### src/fwss_defs.svh
`ifndef FWSS_DEFS_SVH
`define FWSS_DEFS_SVH

// ----------------------------------------------------------------------
// Default geometry
// ----------------------------------------------------------------------
`define FWSS_DEPTH 512
`define FWSS_DATA_W 16
`define FWSS_COUNT_W 10

// ----------------------------------------------------------------------
// Reset timing
// ----------------------------------------------------------------------
// The busy flag stays high for this many cycles plus one after reset release.
`define FWSS_RST_BUSY_CYC 4
`define FWSS_RST_BUSY_CNT_W 3

// ----------------------------------------------------------------------
// Error injection bit positions within the stored codeword
// ----------------------------------------------------------------------
`define FWSS_INJ_BIT_A 0
`define FWSS_INJ_BIT_B 1

`endif

### src/fwss_pkg.sv
package fwss_pkg;

  // Threshold arrangement for the programmable-full flag.
  typedef enum logic {
    FWSS_THR_SINGLE,
    FWSS_THR_DUAL
  } fwss_thr_mode_e;

  // Reset sequencing of the write domain.
  typedef enum logic [1:0] {
    FWSS_ST_RESET,
    FWSS_ST_BUSY,
    FWSS_ST_RUN
  } fwss_state_e;

endpackage : fwss_pkg

### src/fwss_pfull.sv
`timescale 1ns/100ps

// Hysteresis flag: sets at or above the assert level, clears below the negate level.
module fwss_pfull
  import fwss_pkg::*;
#(
  parameter int CNTW = 10
) (
  input wire logic mclk,
  input wire logic arst_n,
  input wire logic hold,
  input wire logic [CNTW-1:0] occupancy,
  input wire logic [CNTW-1:0] thr_assert,
  input wire logic [CNTW-1:0] thr_negate,
  output logic flag_ff
);

  always_ff @(posedge mclk or negedge arst_n) begin
    if (!arst_n) begin
      flag_ff <= 1'b0;
    end else if (hold) begin
      flag_ff <= 1'b0;
    end else if (occupancy >= thr_assert) begin
      flag_ff <= 1'b1;
    end else if (occupancy < thr_negate) begin
      flag_ff <= 1'b0;
    end
  end

endmodule // fwss_pfull

### src/fwss_top.sv
`timescale 1ns/100ps
`include "fwss_defs.svh"

module fwss_top
  import fwss_pkg::*;
#(
  parameter int DEPTH = `FWSS_DEPTH,
  parameter int DATA_W = `FWSS_DATA_W,
  parameter int COUNT_W = `FWSS_COUNT_W,
  parameter bit ECC_EN = 1'b1,
  parameter fwss_thr_mode_e THR_MODE = FWSS_THR_SINGLE
) (
  input wire logic mclk,
  input wire logic arst_n,
  input wire logic wr_en,
  input wire logic [DATA_W-1:0] din,
  input wire logic inject_single,
  input wire logic inject_double,
  input wire logic word_retire,
  input wire logic [$clog2(DEPTH):0] thr_single,
  input wire logic [$clog2(DEPTH):0] thr_assert,
  input wire logic [$clog2(DEPTH):0] thr_negate,
  output logic mem_we_ff,
  output logic [$clog2(DEPTH)-1:0] mem_addr_ff,
  output logic [DATA_W-1:0] mem_din_ff,
  output logic full_ff,
  output logic wr_ack_ff,
  output logic overflow_ff,
  output logic [COUNT_W-1:0] wr_count_ff,
  output logic prog_full_ff,
  output logic wr_rst_busy_ff
);

  localparam int AW = $clog2(DEPTH);
  localparam int CNTW = AW + 1;
  localparam logic [CNTW-1:0] DEPTH_C = CNTW'(DEPTH);

  fwss_state_e state_ff;
  logic [`FWSS_RST_BUSY_CNT_W-1:0] busy_cnt_ff;
  logic [CNTW-1:0] occ_ff;
  logic [CNTW-1:0] nxt_occ;
  logic [CNTW-1:0] thr_asrt_ff;
  logic [CNTW-1:0] thr_neg_ff;
  logic [DATA_W-1:0] nxt_flip;
  logic accept;
  logic refuse;
  logic retire;
  logic running;

  // ----------------------------------------------------------------------
  // Reset sequencing
  // ----------------------------------------------------------------------
  // Busy stays up a few cycles after release so thresholds settle before use.
  always_ff @(posedge mclk or negedge arst_n) begin
    if (!arst_n) begin
      state_ff <= FWSS_ST_RESET;
      busy_cnt_ff <= '0;
      wr_rst_busy_ff <= 1'b1;
    end else begin
      case (state_ff)
        FWSS_ST_RESET: begin
          state_ff <= FWSS_ST_BUSY;
          busy_cnt_ff <= '0;
        end
        FWSS_ST_BUSY: begin
          if (busy_cnt_ff == `FWSS_RST_BUSY_CNT_W'(`FWSS_RST_BUSY_CYC - 1)) begin
            state_ff <= FWSS_ST_RUN;
            wr_rst_busy_ff <= 1'b0;
          end else begin
            busy_cnt_ff <= busy_cnt_ff + 1'b1;
          end
        end
        default: begin
          state_ff <= FWSS_ST_RUN;
        end
      endcase
    end
  end

  assign running = (state_ff == FWSS_ST_RUN);

  // ----------------------------------------------------------------------
  // Threshold capture
  // ----------------------------------------------------------------------
  // Thresholds are sampled only while busy; a run-time change needs a reset.
  always_ff @(posedge mclk or negedge arst_n) begin
    if (!arst_n) begin
      thr_asrt_ff <= '1;
      thr_neg_ff <= '1;
    end else if (!running) begin
      if (THR_MODE == FWSS_THR_SINGLE) begin
        thr_asrt_ff <= thr_single;
        thr_neg_ff <= thr_single;
      end else begin
        thr_asrt_ff <= thr_assert;
        thr_neg_ff <= thr_negate;
      end
    end
  end

  // ----------------------------------------------------------------------
  // Write acceptance and occupancy
  // ----------------------------------------------------------------------
  assign accept = running && wr_en && !full_ff;
  assign refuse = running && wr_en && full_ff;
  assign retire = running && word_retire && (occ_ff != '0);

  // A late retire only leaves the count high, which is the safe direction.
  always_comb begin
    nxt_occ = occ_ff;
    if (accept && !retire) begin
      nxt_occ = occ_ff + 1'b1;
    end else if (retire && !accept) begin
      nxt_occ = occ_ff - 1'b1;
    end
  end

  always_ff @(posedge mclk or negedge arst_n) begin
    if (!arst_n) begin
      occ_ff <= '0;
      full_ff <= 1'b0;
      wr_count_ff <= '0;
    end else begin
      occ_ff <= nxt_occ;
      full_ff <= (nxt_occ == DEPTH_C);
      wr_count_ff <= nxt_occ[CNTW-1 -: COUNT_W];
    end
  end

  // ----------------------------------------------------------------------
  // Status pulses
  // ----------------------------------------------------------------------
  always_ff @(posedge mclk or negedge arst_n) begin
    if (!arst_n) begin
      wr_ack_ff <= 1'b0;
      overflow_ff <= 1'b0;
    end else begin
      wr_ack_ff <= accept;
      overflow_ff <= refuse;
    end
  end

  // ----------------------------------------------------------------------
  // Storage write port with error injection
  // ----------------------------------------------------------------------
  always_comb begin
    nxt_flip = '0;
    if (ECC_EN && inject_double) begin
      nxt_flip[`FWSS_INJ_BIT_A] = 1'b1;
      nxt_flip[`FWSS_INJ_BIT_B] = 1'b1;
    end else if (ECC_EN && inject_single) begin
      nxt_flip[`FWSS_INJ_BIT_A] = 1'b1;
    end
  end

  always_ff @(posedge mclk or negedge arst_n) begin
    if (!arst_n) begin
      mem_we_ff <= 1'b0;
      mem_addr_ff <= '0;
      mem_din_ff <= '0;
    end else begin
      mem_we_ff <= accept;
      if (accept) begin
        mem_din_ff <= din ^ nxt_flip;
      end
      if (mem_we_ff) begin
        mem_addr_ff <= mem_addr_ff + 1'b1;
      end
    end
  end

  // ----------------------------------------------------------------------
  // Programmable full
  // ----------------------------------------------------------------------
  fwss_pfull #(
    .CNTW(CNTW)
  ) u_pfull (
    .mclk(mclk),
    .arst_n(arst_n),
    .hold(!running),
    .occupancy(nxt_occ),
    .thr_assert(thr_asrt_ff),
    .thr_negate(thr_neg_ff),
    .flag_ff(prog_full_ff)
  );
endmodule // fwss_top

### config.mk
export PLATFORM = sky130hd
export DESIGN_NAME = fwss_top
export DESIGN_NICKNAME = d
export VERILOG_FILES = /design/src/fwss_pkg.sv /design/src/fwss_pfull.sv /design/src/fwss_top.sv
export VERILOG_INCLUDE_DIRS = /design/src
export SDC_FILE = /design/constraint.sdc
export NUM_CORES = 1
export LEC_CHECK = 0
export ABC_AREA = 1
export BUFFER_PORTS_ARGS = -buffer_cell sky130_fd_sc_hd__buf_4
export CORE_MARGIN = 4
export CORE_UTILIZATION = 50
export CTS_BUF_LIST = sky130_fd_sc_hd__clkbuf_8
export DETAILED_ROUTE_END_ITERATION = 16
export PLACE_DENSITY = 0.82
export SLEW_MARGIN = 20
export SYNTH_ARGS = -nofsm -noshare
export SYNTH_HDL_FRONTEND = slang
export SYNTH_HIERARCHICAL = 1
export SYNTH_SLANG_ARGS = --single-unit
### constraint.sdc
create_clock -name mclk -period 4 [get_ports mclk]
set_input_delay 0 -clock mclk [delete_from_list [all_inputs] [get_ports mclk]]
set_output_delay 0 -clock mclk [all_outputs]
set_load 0.01 [all_outputs]
# --- After elaboration in Yosys (flattened, before gate mapping) ---
# Index checks and enable logic that the tools add are counted.
word_totals:
  ff_bits: 55
  latch_bits: 0
  ramBits: 0
  rom_bits: 0
  input_bits: 52
  out_inout_bits: 41
  elab_cells: 52
  n_memories: 0
op_classes:
  n_addsub: 4
  mul: 0
  div: 0
  n_lt_le_gt_ge: 2
  n_eq_ne: 7
  n_shift: 0
  mux: 12
  n_bitwise: 1
  n_reduce_logical: 15
op_table:
  columns: ["operator", "count"]
  rows:
  - ["$mux 10", 2]
  - ["$xor 16x2->16", 1]
  - ["$add 10x1->10 const B", 1]
  - ["$eq 10x10->1 const B", 1]
  - ["$ge 10x10->1", 1]
  - ["$lt 10x10->1", 1]
  - ["$reduce_bool 10->1", 1]
  - ["$sub 10x1->10 const B", 1]
  - ["$add 9x1->9 const B", 1]
  - ["$logic_and 1x1->1", 7]
  - ["$mux 1", 6]
  - ["$pmux 3 s2", 1]
  - ["$ne 2x2->1 const B", 2]
  - ["$pmux 2 s2", 1]
  - ["$reduce_and 2->1", 2]
  - ["$add 3x1->3 const B", 1]
  - ["$eq 3x2->1 const B", 1]
  - ["$logic_not 1->1", 3]
  - ["$mux 3", 1]
  - ["$ne 3x1->1 const B", 1]
  - ["$eq 2x1->1 const B", 1]
  - ["$eq 2x2->1 const B", 1]
  - ["$logic_not 2->1", 1]
  - ["$mux 2", 1]
  - ["$reduce_bool 2->1", 1]

# --- Longest topological paths before layout ---
depth:
  word_depth: 11
  mapped_depth: 20
  depth_no_buf: 20

# --- By module ---
# The synthesis kept the hierarchy.
modules_own_cells:
  columns: ["module", "n_inst", "cells_each", "area_each_um2", "seq_area_each_um2"]
  rows:
  - ["fwss_top", 1, 310, 2748.9, 1365.1]
  - ["fwss_pfull", 1, 92, 559.3, 25.0]

# --- Least setup slack after synthesis ---
# No wires, ideal clock.
synth_timing:
  kind: "reg-to-reg"
  start: "register occ_ff[0]"
  end: "register u_pfull.flag_ff"
  setup_time_ns: 0.141
  arrival_time_ns: 2.428
  required_time_ns: 3.859
  setup_slack_ns: 1.431
  stages_incl_launch_ff: 17
  path_buffers: 1
  period_less_slack_ns: 2.569
  path_cell_list: "dfrtp_1 -> inv_1 -> ha_1 -> nand2_2 -> nor2_4 -> nand3_4 -> nand2_4 -> nand2_4 -> buf_6 -> a21oi_1 -> a31oi_2 -> ha_1 -> a21o_2 -> nor2_1 -> nand2_1 -> nor2_1 -> a21oi_1"
synth_between:
  elab_chain_len: 8
  word_cells_on_any_way: 14
  classes_between: "add/sub (2); order compare (2); eq/ne (1); mux (4); reduce/logical (5)"
synth_lines:
  columns: ["item", "line", "rtl"]
  rows:
  - ["start, declared", "fwss_top.sv:40", "logic [CNTW-1:0] occ_ff;"]
  - ["start signal, assigned", "fwss_top.sv:124", "occ_ff <= nxt_occ;"]
  - ["branches (longest 4 deep; another with $sub 10x1->10)", null, null]
  - ["$mux 10 *", "fwss_top.sv:111", "if (accept && !retire) begin"]
  - ["named net nxt_occ[9]", "fwss_top.sv:41", "logic [CNTW-1:0] nxt_occ;"]
  - ["$ge 10x10->1", "fwss_pfull.sv:23", "end else if (occupancy >= thr_assert) begin"]
  - ["$mux 1", "fwss_pfull.sv:23", null]
  - ["$mux 1", "fwss_pfull.sv:21", "end else if (hold) begin"]
  - ["end signal, assigned", "fwss_pfull.sv:20", "flag_ff <= 1'b0;"]
  - ["end signal, assigned", "fwss_pfull.sv:22", "flag_ff <= 1'b0;"]
  - ["end signal, assigned", "fwss_pfull.sv:24", "flag_ff <= 1'b1;"]
  - ["end, declared", "fwss_pfull.sv:15", "output logic flag_ff"]
# Mark *: on every way through the listed nets, which the timed path passes.
# A chain may end at the register's enable or synchronous reset.

# --- Worst setup path in the final report ---
# Ends and elaborated chain as after synthesis.

==> results.json <==
{
  "clk_latency_ns": 0.32,
  "die-area_sq_um": 7980,
  "power.ir.vdd_worst_mv": 0.319,
  "htree_num_levels": 2,
  "period_needed_ns": 2.93,
  "route.detailed.vias_per_inst": 5.11,
  "rsz0062_at_grt": "false",
  "drt_first_pass_iters": 4,
  "clk_path_buf_depth": 2,
  "first_global_vias": 2927,
  "hp-class": "input pin to register",
  "grt_antenna_before_repair": 1,
  "port-buffer-count": 72,
  "max_slew.worst_pin.slew_ns": 0.698,
  "cts_made_buffers": 5,
  "netlist_top_cells_area": "sky130_fd_sc_hd__dfrtp_1 33%, sky130_fd_sc_hd__nand2_1 15%, sky130_fd_sc_hd__ha_1 9.1%",
  "hold_viol_final": 0,
  "fin_tns_setup_ns": 0,
  "routed_wl_um": 7870,
  "core_sq_um": 6390,
  "worst-path-max-fanout": 9,
  "rr_endpoint": "u_pfull/flag_ff",
  "clkSlewWorstSetupHoldPaths_ns": 0.11,
  "regToRegSetupSlack_ns": 1.07,
  "hpwl_um": 5670,
  "cp-startpoint": "occ_ff[0]",
  "numClockSinks": 55,
  "power_mw": 2.09,
  "routed_wire_length_per_instance_um": 13.6,
  "worst_r2r_path_depth": 15,
  "post_route_cells_drive_above_1_share": 0.252,
  "achievable-frequency_ghz": 0.342,
  "cts-root-buf": "sky130_fd_sc_hd__clkbuf_8",
  "num_rows": 29,
  "drt.antenna.violating_nets": 0,
  "crit_arrival_ns": 3.12,
  "dr.first_iter.drc_count": 253,
  "synth_most_common_cell": "sky130_fd_sc_hd__nand2_1",
  "syn_area_sq_um": 3310,
  "critPathKind": "register to register",
  "p_per_area_nw_per_um2": 493,
  "max-cap-violations": 0,
  "worstReg2RegStart": "occ_ff[0]",
  "syn_area_per_cell_sq_um": 8.23,
  "detail_route.drc_violations": 0,
  "crit_path_end": "u_pfull/flag_ff",
  "worstSetupStartpointType": "register",
  "post-cts-setup-buffers": 0,
  "pin_count": 93,
  "layout-area-overhead-vs-synth_pct": 28.4,
  "place_congestion": 0.837,
  "netlist-cell-type-count": 33,
  "post_synth_most_frequent_cells": "131 x sky130_fd_sc_hd__nand2_1, 50 x sky130_fd_sc_hd__inv_1, 44 x sky130_fd_sc_hd__dfrtp_1",
  "share_of_yosys_cell_area_claimed_by_the_top_area_cell_type": 0.333,
  "setup_viol": 0,
  "finalMaxSlewViolations": 0,
  "synth_flop_cell": "sky130_fd_sc_hd__dfrtp_1",
  "initial_core_util": 0.518,
  "dr_total_vias": 2954,
  "min-delay-start": "din[1]",
  "chipWidth_um": 89.3,
  "final.period_utilization": 0.732,
  "timing.slew.headroom": 0.535,
  "clock_tree_from_tritoncts": "done",
  "cp.required_ns": 4.19,
  "synthArstFlopShare": 1.00,
  "synth-seq-area-share": 0.420,
  "netlist_instances": 402,
  "final_net_count": 575,
  "synth_nets": 478,
  "synth_edf_count": 0,
  "synth.yosys.warnings": 6,
  "overall_routing_resource_usage": 0.210,
  "grt_start_max_net_pins": 56,
  "yosys.area.top_type": "sky130_fd_sc_hd__dfrtp_1",
  "end_of_flow_core_utilization": 0.665,
  "fin_worst_skew_ns": 0.00531,
  "run_status": "complete, no violations",
  "synth.ff_latch_count": 55,
  "global_route_wire_length_before_repair_um": 13000,
  "worst_setup_path_end_kind": "register",
  "grt_remaining_overflow": 0,
  "leakage_power_summed_over_all_cells_nw": 2.29,
  "fp.dieH_um": 89.3
}
[cells in the final DEF, fill, tap and decap left out, drive strengths merged]
cell         netlist  layout
xor2              11      11
mux2              11      11
dfrtp             44      44
dlygate4sd3        0      26
ha                24      24
nand3             25      25
inv               53      54
a31oi              1       1
buf                7      73
clkinv             1       2
xnor2              5       5
clkbuf             2       6
dfstp             11      11
a21oi              7       7
nor3b              1       1
nand4             14      14
nand2            137     137
diode              0       1
nor2              37      37
nand3b             5       5
o22ai              1       1
o21ai              3       3
a21o               2       2
[layout make-up]
class	count	area, sq um
diodes	1	2.50
well taps	77	96.3
repair buffers	99	808
clock buffers	6	82.6
flip-flops and latches	55	1390
fillers	519	2140
clock inverters	2	13.8
multi-input cells	284	1650
inverters	54	204
[how the worst min path moves through the flow]
stage                           to  slack (ns)  depth (start not counted)
finish               mem_din_ff[1]       0.005                          3
global route         mem_din_ff[1]       0.009                          3
CTS                  mem_din_ff[1]       0.009                          3
detailed placement   mem_din_ff[7]         0.1                          1
global placement     mem_din_ff[7]        0.09                          1
floorplan           busy_cnt_ff[0]       -0.30                          0
[metal layers]
layer	track usage	vias to the layer above	share of wire
li1	-	1457	-
met5	0	-	0
met1	0.240	1389	0.39
met4	0.0785	0	0.019
met2	0.386	90	0.53
met3	0.0378	18	0.059
[per-stage QoR]
step                      instances  hold slack (ns)  instance area, sq um  worst slack [ns]
after detailed placement        543           0.0967                  3890              1.14
after global routing            578          0.00938                  4250             0.769
final                           578          0.00529                  4250              1.07
after floorplan                 402           -0.296                  3310              1.43
after global placement          543           0.0899                  3890              1.18
after CTS                       577          0.00912                  4240              1.12
[report_power, final]
part,switching (mW),internal [mW],total [mW]
clock network,0.196,0.142,0.338
logic,0.525,0.412,0.938
registers,0.155,0.665,0.819
[what timing repair did]
action | in CTS | in global routing
gates resized for setup | 0 | 0
endpoints found under the hold margin | 69 | 0
hold buffers | 26 | 0
setup endpoints to repair | 0 | 0
[registers in the layout, summed over array words and instances (netlist names)]
name	flops
full_ff	1
thr_neg_ff	10
wr_rst_busy_ff	1
mem_we_ff	1
mem_addr_ff	9
busy_cnt_ff	3
state_ff	2
overflow_ff	1
u_pfull/flag_ff	1
occ_ff	10
mem_din_ff	16
[worst max-delay path, cell delays in order (launching register included)]
cell and delay, ns:
sky130_fd_sc_hd__dfrtp_1 0.52, sky130_fd_sc_hd__inv_1 0.18, sky130_fd_sc_hd__ha_1 0.30, sky130_fd_sc_hd__nand2_2 0.11
sky130_fd_sc_hd__nor2_4 0.04, sky130_fd_sc_hd__nand3_4 0.16, sky130_fd_sc_hd__nand3_2 0.20, sky130_fd_sc_hd__inv_1 0.17
sky130_fd_sc_hd__nand2_1 0.08, sky130_fd_sc_hd__a31oi_2 0.25, sky130_fd_sc_hd__ha_1 0.30, sky130_fd_sc_hd__a21o_2 0.21
sky130_fd_sc_hd__nor2_1 0.09, sky130_fd_sc_hd__nand2_1 0.05, sky130_fd_sc_hd__nor2_1 0.09, sky130_fd_sc_hd__a21oi_1 0.07
[logic make-up after synthesis]
group                    share of synthesized area
AO/OA/AOI/OAI                               0.0257
multiplexers                                0.0374
XOR/XNOR                                    0.0424
flip-flops                                   0.420
AND/OR/NAND/NOR                              0.302
buffers and inverters                       0.0813
adder cells (fa/ha/maj)                     0.0908
(Power assumes the default switching activity.)
